===== src/rtl/uil_pkg.sv =====
// Constants, types and helpers of the serial port interrupt logic.
// Assumes a 32-bit classic Wishbone register bus and byte addressing.
//
// Summary of operation
// - Level interrupt only on crossing trigger point
// - Three-bit receive trigger field, five codes used
// - Three-bit transmit trigger field in low bits
// - Trigger levels reset to half full
// - Level select steers receive and transmit interrupts
// - Unsupported fields do nothing, read zero
// - Mask write sets or clears, read returns
// - Mask sources sit at fixed bits
// - Raw status shows unmasked source state
// - Raw status is read only
// - Status registers clear on reset
// - Masked status shows source after mask
// - Clear register one clears raw interrupt
package uil_pkg;

    // ------------------------------------------------------------
    // Register offsets
    // ------------------------------------------------------------
    localparam logic [7:0] UIL_OFS_TRIG    = 8'h00;
    localparam logic [7:0] UIL_OFS_MASK    = 8'h04;
    localparam logic [7:0] UIL_OFS_RAW     = 8'h08;
    localparam logic [7:0] UIL_OFS_MASKED  = 8'h0c;
    localparam logic [7:0] UIL_OFS_CLEAR   = 8'h10;

    // ------------------------------------------------------------
    // Field positions and reset values
    // ------------------------------------------------------------
    localparam int         UIL_TX_TRIG_LSB = 0;
    localparam int         UIL_RX_TRIG_LSB = 3;
    localparam logic [2:0] UIL_TRIG_RST    = 3'h2;
    localparam logic [2:0] UIL_TRIG_MAX    = 3'h4;
    localparam int         UIL_SRC_HI_LSB  = 4;
    localparam int         UIL_CTS_BIT     = 1;
    localparam logic [7:0] UIL_MASK_RST    = 8'h00;
    localparam logic [7:0] UIL_STAT_RST    = 8'h00;

    // Interrupt sources, most significant first
    typedef struct packed {
        logic overrun;
        logic brk;
        logic parity;
        logic framing;
        logic rx_timeout;
        logic tx_level;
        logic rx_level;
        logic cts_change;
    } uil_src_type;

    // Source vector to register word
    function automatic logic [31:0] uil_to_word(input uil_src_type v);
        logic [7:0] b;
        b = v;
        uil_to_word = {21'h0, b[7:1], 2'h0, b[0], 1'h0};
    endfunction : uil_to_word

    // Register word to source vector
    function automatic uil_src_type uil_from_word(input logic [31:0] w);
        uil_from_word = {w[10:4], w[UIL_CTS_BIT]};
    endfunction : uil_from_word

endpackage : uil_pkg


===== src/rtl/uil_interrupt_logic.sv =====
// Interrupt trigger, mask and status logic of a serial port.
// Assumes FIFO fill counts and error pulses from logic on the same
// clock; the clear-to-send pin is asynchronous.
`timescale 1ns/100ps

module uil_interrupt_logic
    import uil_pkg::*;
#(
    parameter int FIFO_DEPTH = 16,
    parameter int CNT_W      = 5
) (
    // Clock and reset
    input  wire logic             SYS_CLK_IN,
    input  wire logic             ARST_N_IN,
    // Wishbone slave
    input  wire logic             WB_CYC_IN,
    input  wire logic             WB_STB_IN,
    input  wire logic             WB_WE_IN,
    input  wire logic [7:0]       WB_ADR_IN,
    input  wire logic [3:0]       WB_SEL_IN,
    input  wire logic [31:0]      WB_DAT_IN,
    output logic      [31:0]      WB_DAT_OUT,
    output logic                  WB_ACK_OUT,
    // FIFO fill levels
    input  wire logic [CNT_W-1:0] RX_FILL_IN,
    input  wire logic [CNT_W-1:0] TX_FILL_IN,
    // Error and timeout event pulses
    input  wire logic             OVERRUN_EVT_IN,
    input  wire logic             BREAK_EVT_IN,
    input  wire logic             PARITY_EVT_IN,
    input  wire logic             FRAMING_EVT_IN,
    input  wire logic             RX_TIMEOUT_EVT_IN,
    // Modem pin
    input  wire logic             CLEAR_TO_SEND_N_IN,
    // Interrupt outputs
    output uil_src_type           IRQ_VEC_OUT,
    output logic                  IRQ_OUT
);

    // ------------------------------------------------------------
    // Declarations
    // ------------------------------------------------------------
    logic [2:0]       rx_trig_q, tx_trig_q;
    uil_src_type      mask_q, raw_q;
    logic [CNT_W-1:0] rx_prev_q, tx_prev_q;
    logic [1:0]       cts_sync_q;
    logic             cts_last_q;
    logic             ack_q;
    logic [31:0]      rdata_q;

    // Trigger threshold in entries for a level code
    function automatic logic [CNT_W:0] trig_count(input logic [2:0] c);
        int n;
        unique case (c)
            3'h0:    n = FIFO_DEPTH / 8;
            3'h1:    n = FIFO_DEPTH / 4;
            3'h2:    n = FIFO_DEPTH / 2;
            3'h3:    n = (FIFO_DEPTH * 3) / 4;
            3'h4:    n = (FIFO_DEPTH * 7) / 8;
            default: n = FIFO_DEPTH / 2;
        endcase
        trig_count = n[CNT_W:0];
    endfunction : trig_count

    // ------------------------------------------------------------
    // Bus decode
    // ------------------------------------------------------------
    wire        bus_req   = WB_CYC_IN & WB_STB_IN;
    wire        wr_fire   = bus_req & WB_WE_IN & ack_q;
    wire [31:0] lane_mask = {{8{WB_SEL_IN[3]}}, {8{WB_SEL_IN[2]}},
                             {8{WB_SEL_IN[1]}}, {8{WB_SEL_IN[0]}}};
    wire [31:0] wr_bits   = WB_DAT_IN & lane_mask;
    wire        hit_trig  = wr_fire & (WB_ADR_IN == UIL_OFS_TRIG)
                            & WB_SEL_IN[0];
    wire        hit_mask  = wr_fire & (WB_ADR_IN == UIL_OFS_MASK);
    wire        hit_clear = wr_fire & (WB_ADR_IN == UIL_OFS_CLEAR);

    // Mask merge by byte lane; bits 3, 2 and 0 are dropped
    wire [31:0]       mask_word = uil_to_word(mask_q);
    wire uil_src_type mask_new  = uil_from_word(
                            (mask_word & ~lane_mask) | wr_bits);
    wire uil_src_type clr_vec   = hit_clear ? uil_from_word(wr_bits)
                                            : UIL_STAT_RST;

    // ------------------------------------------------------------
    // Level crossing detection
    // ------------------------------------------------------------
    wire [CNT_W:0] rx_th  = trig_count(rx_trig_q);
    wire [CNT_W:0] tx_th  = trig_count(tx_trig_q);
    wire [CNT_W:0] rx_now = {1'b0, RX_FILL_IN};
    wire [CNT_W:0] rx_old = {1'b0, rx_prev_q};
    wire [CNT_W:0] tx_now = {1'b0, TX_FILL_IN};
    wire [CNT_W:0] tx_old = {1'b0, tx_prev_q};
    // Receive fires on rising through, transmit on draining through
    wire rx_cross = (rx_old < rx_th) & (rx_now >= rx_th);
    wire tx_cross = (tx_old > tx_th) & (tx_now <= tx_th);
    wire cts_edge = cts_sync_q[1] ^ cts_last_q;

    // Events of this cycle
    wire uil_src_type evt_vec = {OVERRUN_EVT_IN, BREAK_EVT_IN,
                                 PARITY_EVT_IN, FRAMING_EVT_IN,
                                 RX_TIMEOUT_EVT_IN, tx_cross,
                                 rx_cross, cts_edge};
    // Set wins over a clear in the same cycle
    wire uil_src_type raw_d   = evt_vec | (raw_q & ~clr_vec);
    wire uil_src_type masked  = raw_q & mask_q;

    // ------------------------------------------------------------
    // Read selection
    // ------------------------------------------------------------
    wire [31:0] trig_word = {26'h0, rx_trig_q, tx_trig_q};
    wire [31:0] rd_mux =
        (WB_ADR_IN == UIL_OFS_TRIG)   ? trig_word :
        (WB_ADR_IN == UIL_OFS_MASK)   ? mask_word :
        (WB_ADR_IN == UIL_OFS_RAW)    ? uil_to_word(raw_q) :
        (WB_ADR_IN == UIL_OFS_MASKED) ? uil_to_word(masked) :
                                        32'h0;

    // ------------------------------------------------------------
    // Bus handshake
    // ------------------------------------------------------------
    // Ack one cycle after the request, read data captured alongside
    always_ff @(posedge SYS_CLK_IN or negedge ARST_N_IN) begin
        if (!ARST_N_IN) begin
            ack_q   <= 1'b0;
            rdata_q <= 32'h0;
        end else begin
            ack_q   <= bus_req & ~ack_q;
            rdata_q <= rd_mux;
        end
    end

    // ------------------------------------------------------------
    // Control registers
    // ------------------------------------------------------------
    // Trigger levels; reserved codes written are kept but act as half
    always_ff @(posedge SYS_CLK_IN or negedge ARST_N_IN) begin
        if (!ARST_N_IN) begin
            rx_trig_q <= UIL_TRIG_RST;
            tx_trig_q <= UIL_TRIG_RST;
        end else if (hit_trig) begin
            rx_trig_q <= WB_DAT_IN[UIL_RX_TRIG_LSB +: 3];
            tx_trig_q <= WB_DAT_IN[UIL_TX_TRIG_LSB +: 3];
        end
    end

    // Interrupt mask
    always_ff @(posedge SYS_CLK_IN or negedge ARST_N_IN) begin
        if (!ARST_N_IN) begin
            mask_q <= UIL_MASK_RST;
        end else if (hit_mask) begin
            mask_q <= mask_new;
        end
    end

    // ------------------------------------------------------------
    // Status and history
    // ------------------------------------------------------------
    // Raw status changes only by events and the clear register
    always_ff @(posedge SYS_CLK_IN or negedge ARST_N_IN) begin
        if (!ARST_N_IN) begin
            raw_q <= UIL_STAT_RST;
        end else begin
            raw_q <= raw_d;
        end
    end

    // Previous fill counts for crossing detection
    always_ff @(posedge SYS_CLK_IN or negedge ARST_N_IN) begin
        if (!ARST_N_IN) begin
            rx_prev_q <= '0;
            tx_prev_q <= '0;
        end else begin
            rx_prev_q <= RX_FILL_IN;
            tx_prev_q <= TX_FILL_IN;
        end
    end

    // Clear-to-send synchroniser and change history
    always_ff @(posedge SYS_CLK_IN or negedge ARST_N_IN) begin
        if (!ARST_N_IN) begin
            cts_sync_q <= 2'h3;
            cts_last_q <= 1'b1;
        end else begin
            cts_sync_q <= {cts_sync_q[0], CLEAR_TO_SEND_N_IN};
            cts_last_q <= cts_sync_q[1];
        end
    end

    // ------------------------------------------------------------
    // Outputs
    // ------------------------------------------------------------
    assign WB_ACK_OUT  = ack_q;
    assign WB_DAT_OUT  = rdata_q;
    assign IRQ_VEC_OUT = masked;
    assign IRQ_OUT     = |masked;
endmodule : uil_interrupt_logic


===== config.mk =====
export PLATFORM = sky130hd
export DESIGN_NAME = uil_interrupt_logic
export DESIGN_NICKNAME = d
export VERILOG_FILES = /design/src/rtl/uil_pkg.sv /design/src/rtl/uil_interrupt_logic.sv
export SDC_FILE = /design/constraint.sdc
export NUM_CORES = 1
export LEC_CHECK = 0
export BUFFER_PORTS_ARGS = -buffer_cell sky130_fd_sc_hd__buf_4
export CAP_MARGIN = 40
export CORE_MARGIN = 4
export CORE_UTILIZATION = 46
export CTS_CLUSTER_DIAMETER = 120
export CTS_CLUSTER_SIZE = 8
export DETAILED_ROUTE_END_ITERATION = 6
export GPL_TIMING_DRIVEN = 0
export PLACE_DENSITY = 0.91
export SYNTH_ARGS = -nofsm -noshare
export SYNTH_HDL_FRONTEND = slang
export SYNTH_SLANG_ARGS = --single-unit
export TNS_END_PERCENT = 10

===== constraint.sdc =====
create_clock -name SYS_CLK_IN -period 2 [get_ports SYS_CLK_IN]
set_input_delay 0.3 -clock SYS_CLK_IN [delete_from_list [all_inputs] [get_ports SYS_CLK_IN]]
set_output_delay 0.3 -clock SYS_CLK_IN [all_outputs]
set_load 0.02 [all_outputs]

==> summary by stage <==
Run status
The run finished, with violations left. The final reports fail on setup timing.

Route
The number of routed nets with antenna violations is 0. The highest layer used for signal routing is met4. After detailed routing, the met3 layer carries between 300 and 400 µm of wire.

The detailed router finished its first iteration with between 50 and 60 violations. The met1 wire length is between 1500 and 2000 µm. The number of vias per cell after detailed routing is 4.71. The post-detailed-route DRC marker count is 0. The length of routed met2 wiring is about 2700 µm.

For this block, the routed nets add up to about 4900 µm of wire. The number of iterations in the first detailed-routing pass is 4. The vias after detailed routing is 1,669. Dividing the detail-routed wire length by the instance count gives 13.7 µm.

Critical path
The largest single stage delay on the critical path is between 500 and 600 ps. The setup path with the least slack is of type reg2out. Counting cells, the worst reg-to-reg path comes to 7.

The data arrival time of the worst path is slightly below 2000 ps. The nature of the critical path startpoint is a register. The capturing instance or port of the critical path is IRQ_OUT.

The launching instance or port of the critical path is raw_q[2]$_DFF_PN0_. On the critical path, the stage with the largest delay is an instance of sky130_fd_sc_hd__or4_4. The data required time of the critical path is roughly 1700 ps.

For flop-to-flop paths, the worst setup slack is 70 ps. In this run the critical register-to-register path is launched from tx_trig_q[1]$_DFFE_PN1P_. In this run the critical register-to-register path is captured at raw_q[2]$_DFF_PN0_. The dominant cell type by count on the critical path is sky130_fd_sc_hd__or4_4. In this run the worst path has a maximum fanout of 2. The critical path goes through and2_4 > or4_4 > or4_4 > buf_6. The endpoint class of the critical path is a primary output.

Global routing
Entering global routing, the biggest net connects 47 pins. The total overflow left after global routing is 0. The first global-routing pass estimated 7750 µm of wire. The initial antenna violation count is 0.

The all-layer global routing usage is ~16%. The via count of the first global-routing pass came to approximately 1,700.

Placed design
After detailed placement, the design holds a cell count of 341. The congestion estimate from routability-driven global placement came to a little under 0.8. The HPWL after detailed placement is roughly 3800 µm. The count of input and output buffers is just over 60.

Finish
Cells fill between 60% and 70% of the core in the end. The layout overhead on the synthesized area is 33.8%. The finished layout holds roughly 350 standard cells, fillers aside. The library cell used most frequently in the layout, excluding fill and tap cells, is sky130_fd_sc_hd__buf_4. The fraction of final layout cells sized beyond drive strength 1 is between 40% and 50%. The top cell types in the final layout, fill and taps aside, are 87 x sky130_fd_sc_hd__buf_4, 41 x sky130_fd_sc_hd__dfrtp_1, 21 x sky130_fd_sc_hd__conb_1. The number of antenna diodes in the final layout is 0.

For this run, the post-layout net count is 362.

Timing
For the final database, setup skew stands at ~9.1 ps. For the pin with the worst max-slew slack, the measured transition is between 500 and 600 ps. The number of slew-limit violations in the final report is 0. Timing would allow up to 444 MHz. Setup repair after global routing could not meet its margin everywhere. The hold violation count in the final report is 0. The final number of setup-violating endpoints is 1. The worst pin sits at a relative slew slack of between 60 and 70%. The share of the cycle needed by the critical path after routing is 113%. The routed design could run at a clock period as short as between 2000 and 2500 ps. In the post-route analysis, the smallest setup slack over all paths is -253 ps.

Clock tree
The total of hold buffers inserted after clock tree synthesis is 0. The clock net in this run drives a total of 46 sinks. The CTS tree is yes. The root buffer cell is sky130_fd_sc_hd__clkbuf_8. No sink is reached through more buffers than the 2 on the longest clock path.

The H-tree level count is 2. Clock-pin slew was measured on the worst setup and hold paths at ~90 ps. In this run, CTS created clock tree buffers numbering 5. The insertion delay of the later-clocked pin in the worst-skew pair is 290 ps.

Pwr
The power density over the cells is 572 nW/µm². IR analysis of the VDD net gives a maximum drop of 0.000483 V. The leakage power is 1.51 nW.

Yosys
The synthesized netlist cell count is roughly 190. Of the synthesized area, sequential elements account for between 50% and 60%. Summing every instance area after synthesis gives around 2300 µm². The most common flop cell mapped by yosys is sky130_fd_sc_hd__dfrtp_1. Counting flops with a built-in enable in the synthesized netlist gives 0. The proportion of synthesized flip-flops having asynchronous set or reset is 100%. The number of synthesized register bits is 46. The distinct cell type count after synthesis is 34. During synthesis, Yosys emitted a total of 0 warnings. Dividing the synthesized area by the synthesized cell count gives about 12 µm².

Die
The row count is 25. For this configuration, the core starts out at a cell density of between 40% and 50%. From left edge to right edge, the die measures a little under 80 µm. From bottom edge to top edge, the die measures about 80 µm.

The I/O pin count is between 100 and 150. The core region is about 4700 µm². The floorplan step defined a die boundary enclosing 6090 µm².

Hold path
In this run the worst hold path is classified as in2async.

Job
Across the run, the number of max-cap violations was 0.
[logic make-up (layout without fill, tap and decap cells)]
logic type | count (synthesis) | count (layout) | synth area share (%)
adder cells (fa/ha/maj) | 11 | 11 | 6.10
XOR/XNOR | 1 | 1 | 0.388
buffers and inverters | 29 | 104 | 8.32
multiplexers | 16 | 16 | 7.88
AO/OA/AOI/OAI | 24 | 24 | 7.27
AND/OR/NAND/NOR | 64 | 64 | 18.6
flip-flops | 46 | 46 | 51.3
other | 1 | 21 | 0.166
[metrics by stage]
step	hold WS [ps]	setup TNS [ps]	instance area [µm²]	total power, mW	setup slack (ps)
global route	34.3	-353	3020	1.81	-297
CTS	12.1	-248	3010	1.75	-248
global placement	328	-9.73	2880	1.19	-9.73
floorplan	4.41	0	2330	1.09	8.00
finish	2.10	-253	3020	1.73	-253
detailed placement	337	-37.4	2880	1.19	-37.4
[synth_stat cells, types with 2 or more instances]
library cell	number	area share, %
sky130_fd_sc_hd__dfrtp_1	41	45
sky130_fd_sc_hd__buf_4	21	7.0
sky130_fd_sc_hd__nor2_1	17	2.8
sky130_fd_sc_hd__mux2_2	14	7.0
sky130_fd_sc_hd__and2_1	11	3.1
sky130_fd_sc_hd__ha_1	11	6.1
sky130_fd_sc_hd__nand2_1	11	1.8
sky130_fd_sc_hd__o22ai_1	8	2.2
sky130_fd_sc_hd__a21o_1	6	2.0
sky130_fd_sc_hd__inv_1	6	1.0
sky130_fd_sc_hd__dfstp_2	5	5.8
sky130_fd_sc_hd__o21ai_0	5	1.1
sky130_fd_sc_hd__nor3_1	4	0.89
sky130_fd_sc_hd__nor2b_1	3	0.83
sky130_fd_sc_hd__or4_1	3	1.0
sky130_fd_sc_hd__a32o_1	2	0.89
sky130_fd_sc_hd__clkinv_1	2	0.33
sky130_fd_sc_hd__mux2i_1	2	0.89
sky130_fd_sc_hd__nand4b_1	2	0.78
sky130_fd_sc_hd__nor3_4	2	1.4
sky130_fd_sc_hd__nor4_2	2	1.1
sky130_fd_sc_hd__nor4_4	2	1.9
[metal layers]
metal	up-vias	global-route usage (%)
li1	816	-
met1	785	18.4
met2	62	30.2
met3	6	4.36
met4	0	4.20
met5	-	0
[power breakdown]
group          internal, mW  switching (mW)  leakage [nW]  total (mW)
sequential            0.947         0.00630         0.561       0.953
combinational         0.107           0.119         0.905       0.226
clock                 0.247           0.302        0.0452       0.549
total                  1.30           0.427          1.51        1.73
[final cells by class]
cell class / instances / area, µm²
inverter: 8 / 30.0
fill: 386 / 1710
tap: 67 / 83.8
clock inverter: 2 / 13.8
multi-input combinational: 137 / 996
buffer: 21 / 158
timing repair buffer: 67 / 507
clock buffer: 6 / 72.6
sequential: 46 / 1160
[timing repair]
action,4_1_cts,5_1_grt
setup buffers,4,1
cloned,0,0
pin swaps,1,1
setup endpoints to repair,1,2
resized for setup,4,0
[how the worst min path moves through the flow]
stage	startpoint	end	slack (ps)	cells after the start
4_1_cts	ARST_N_IN	asynchronous set/reset pin	10	1
3_3_place_gp	ARST_N_IN	WB_ACK_OUT$_DFF_PN0_	330	1
2_1_floorplan	ARST_N_IN	WB_ACK_OUT$_DFF_PN0_	4	0
5_1_grt	ARST_N_IN	asynchronous set/reset pin	30	1
3_5_place_dp	ARST_N_IN	raw_q[5]$_DFF_PN0_	340	1
6_report	ARST_N_IN	asynchronous set/reset pin	2	1
[critical path, delay by kind of cell, from the launching register on]
| kind | cells | cell delay, ps |
|---|---|---|
| and+or+nand+nor | 3 | 1110 |
| DFF | 1 | 400 |
| buffers and inverters | 1 | 150 |
Power figures use the tool's default switching activity.
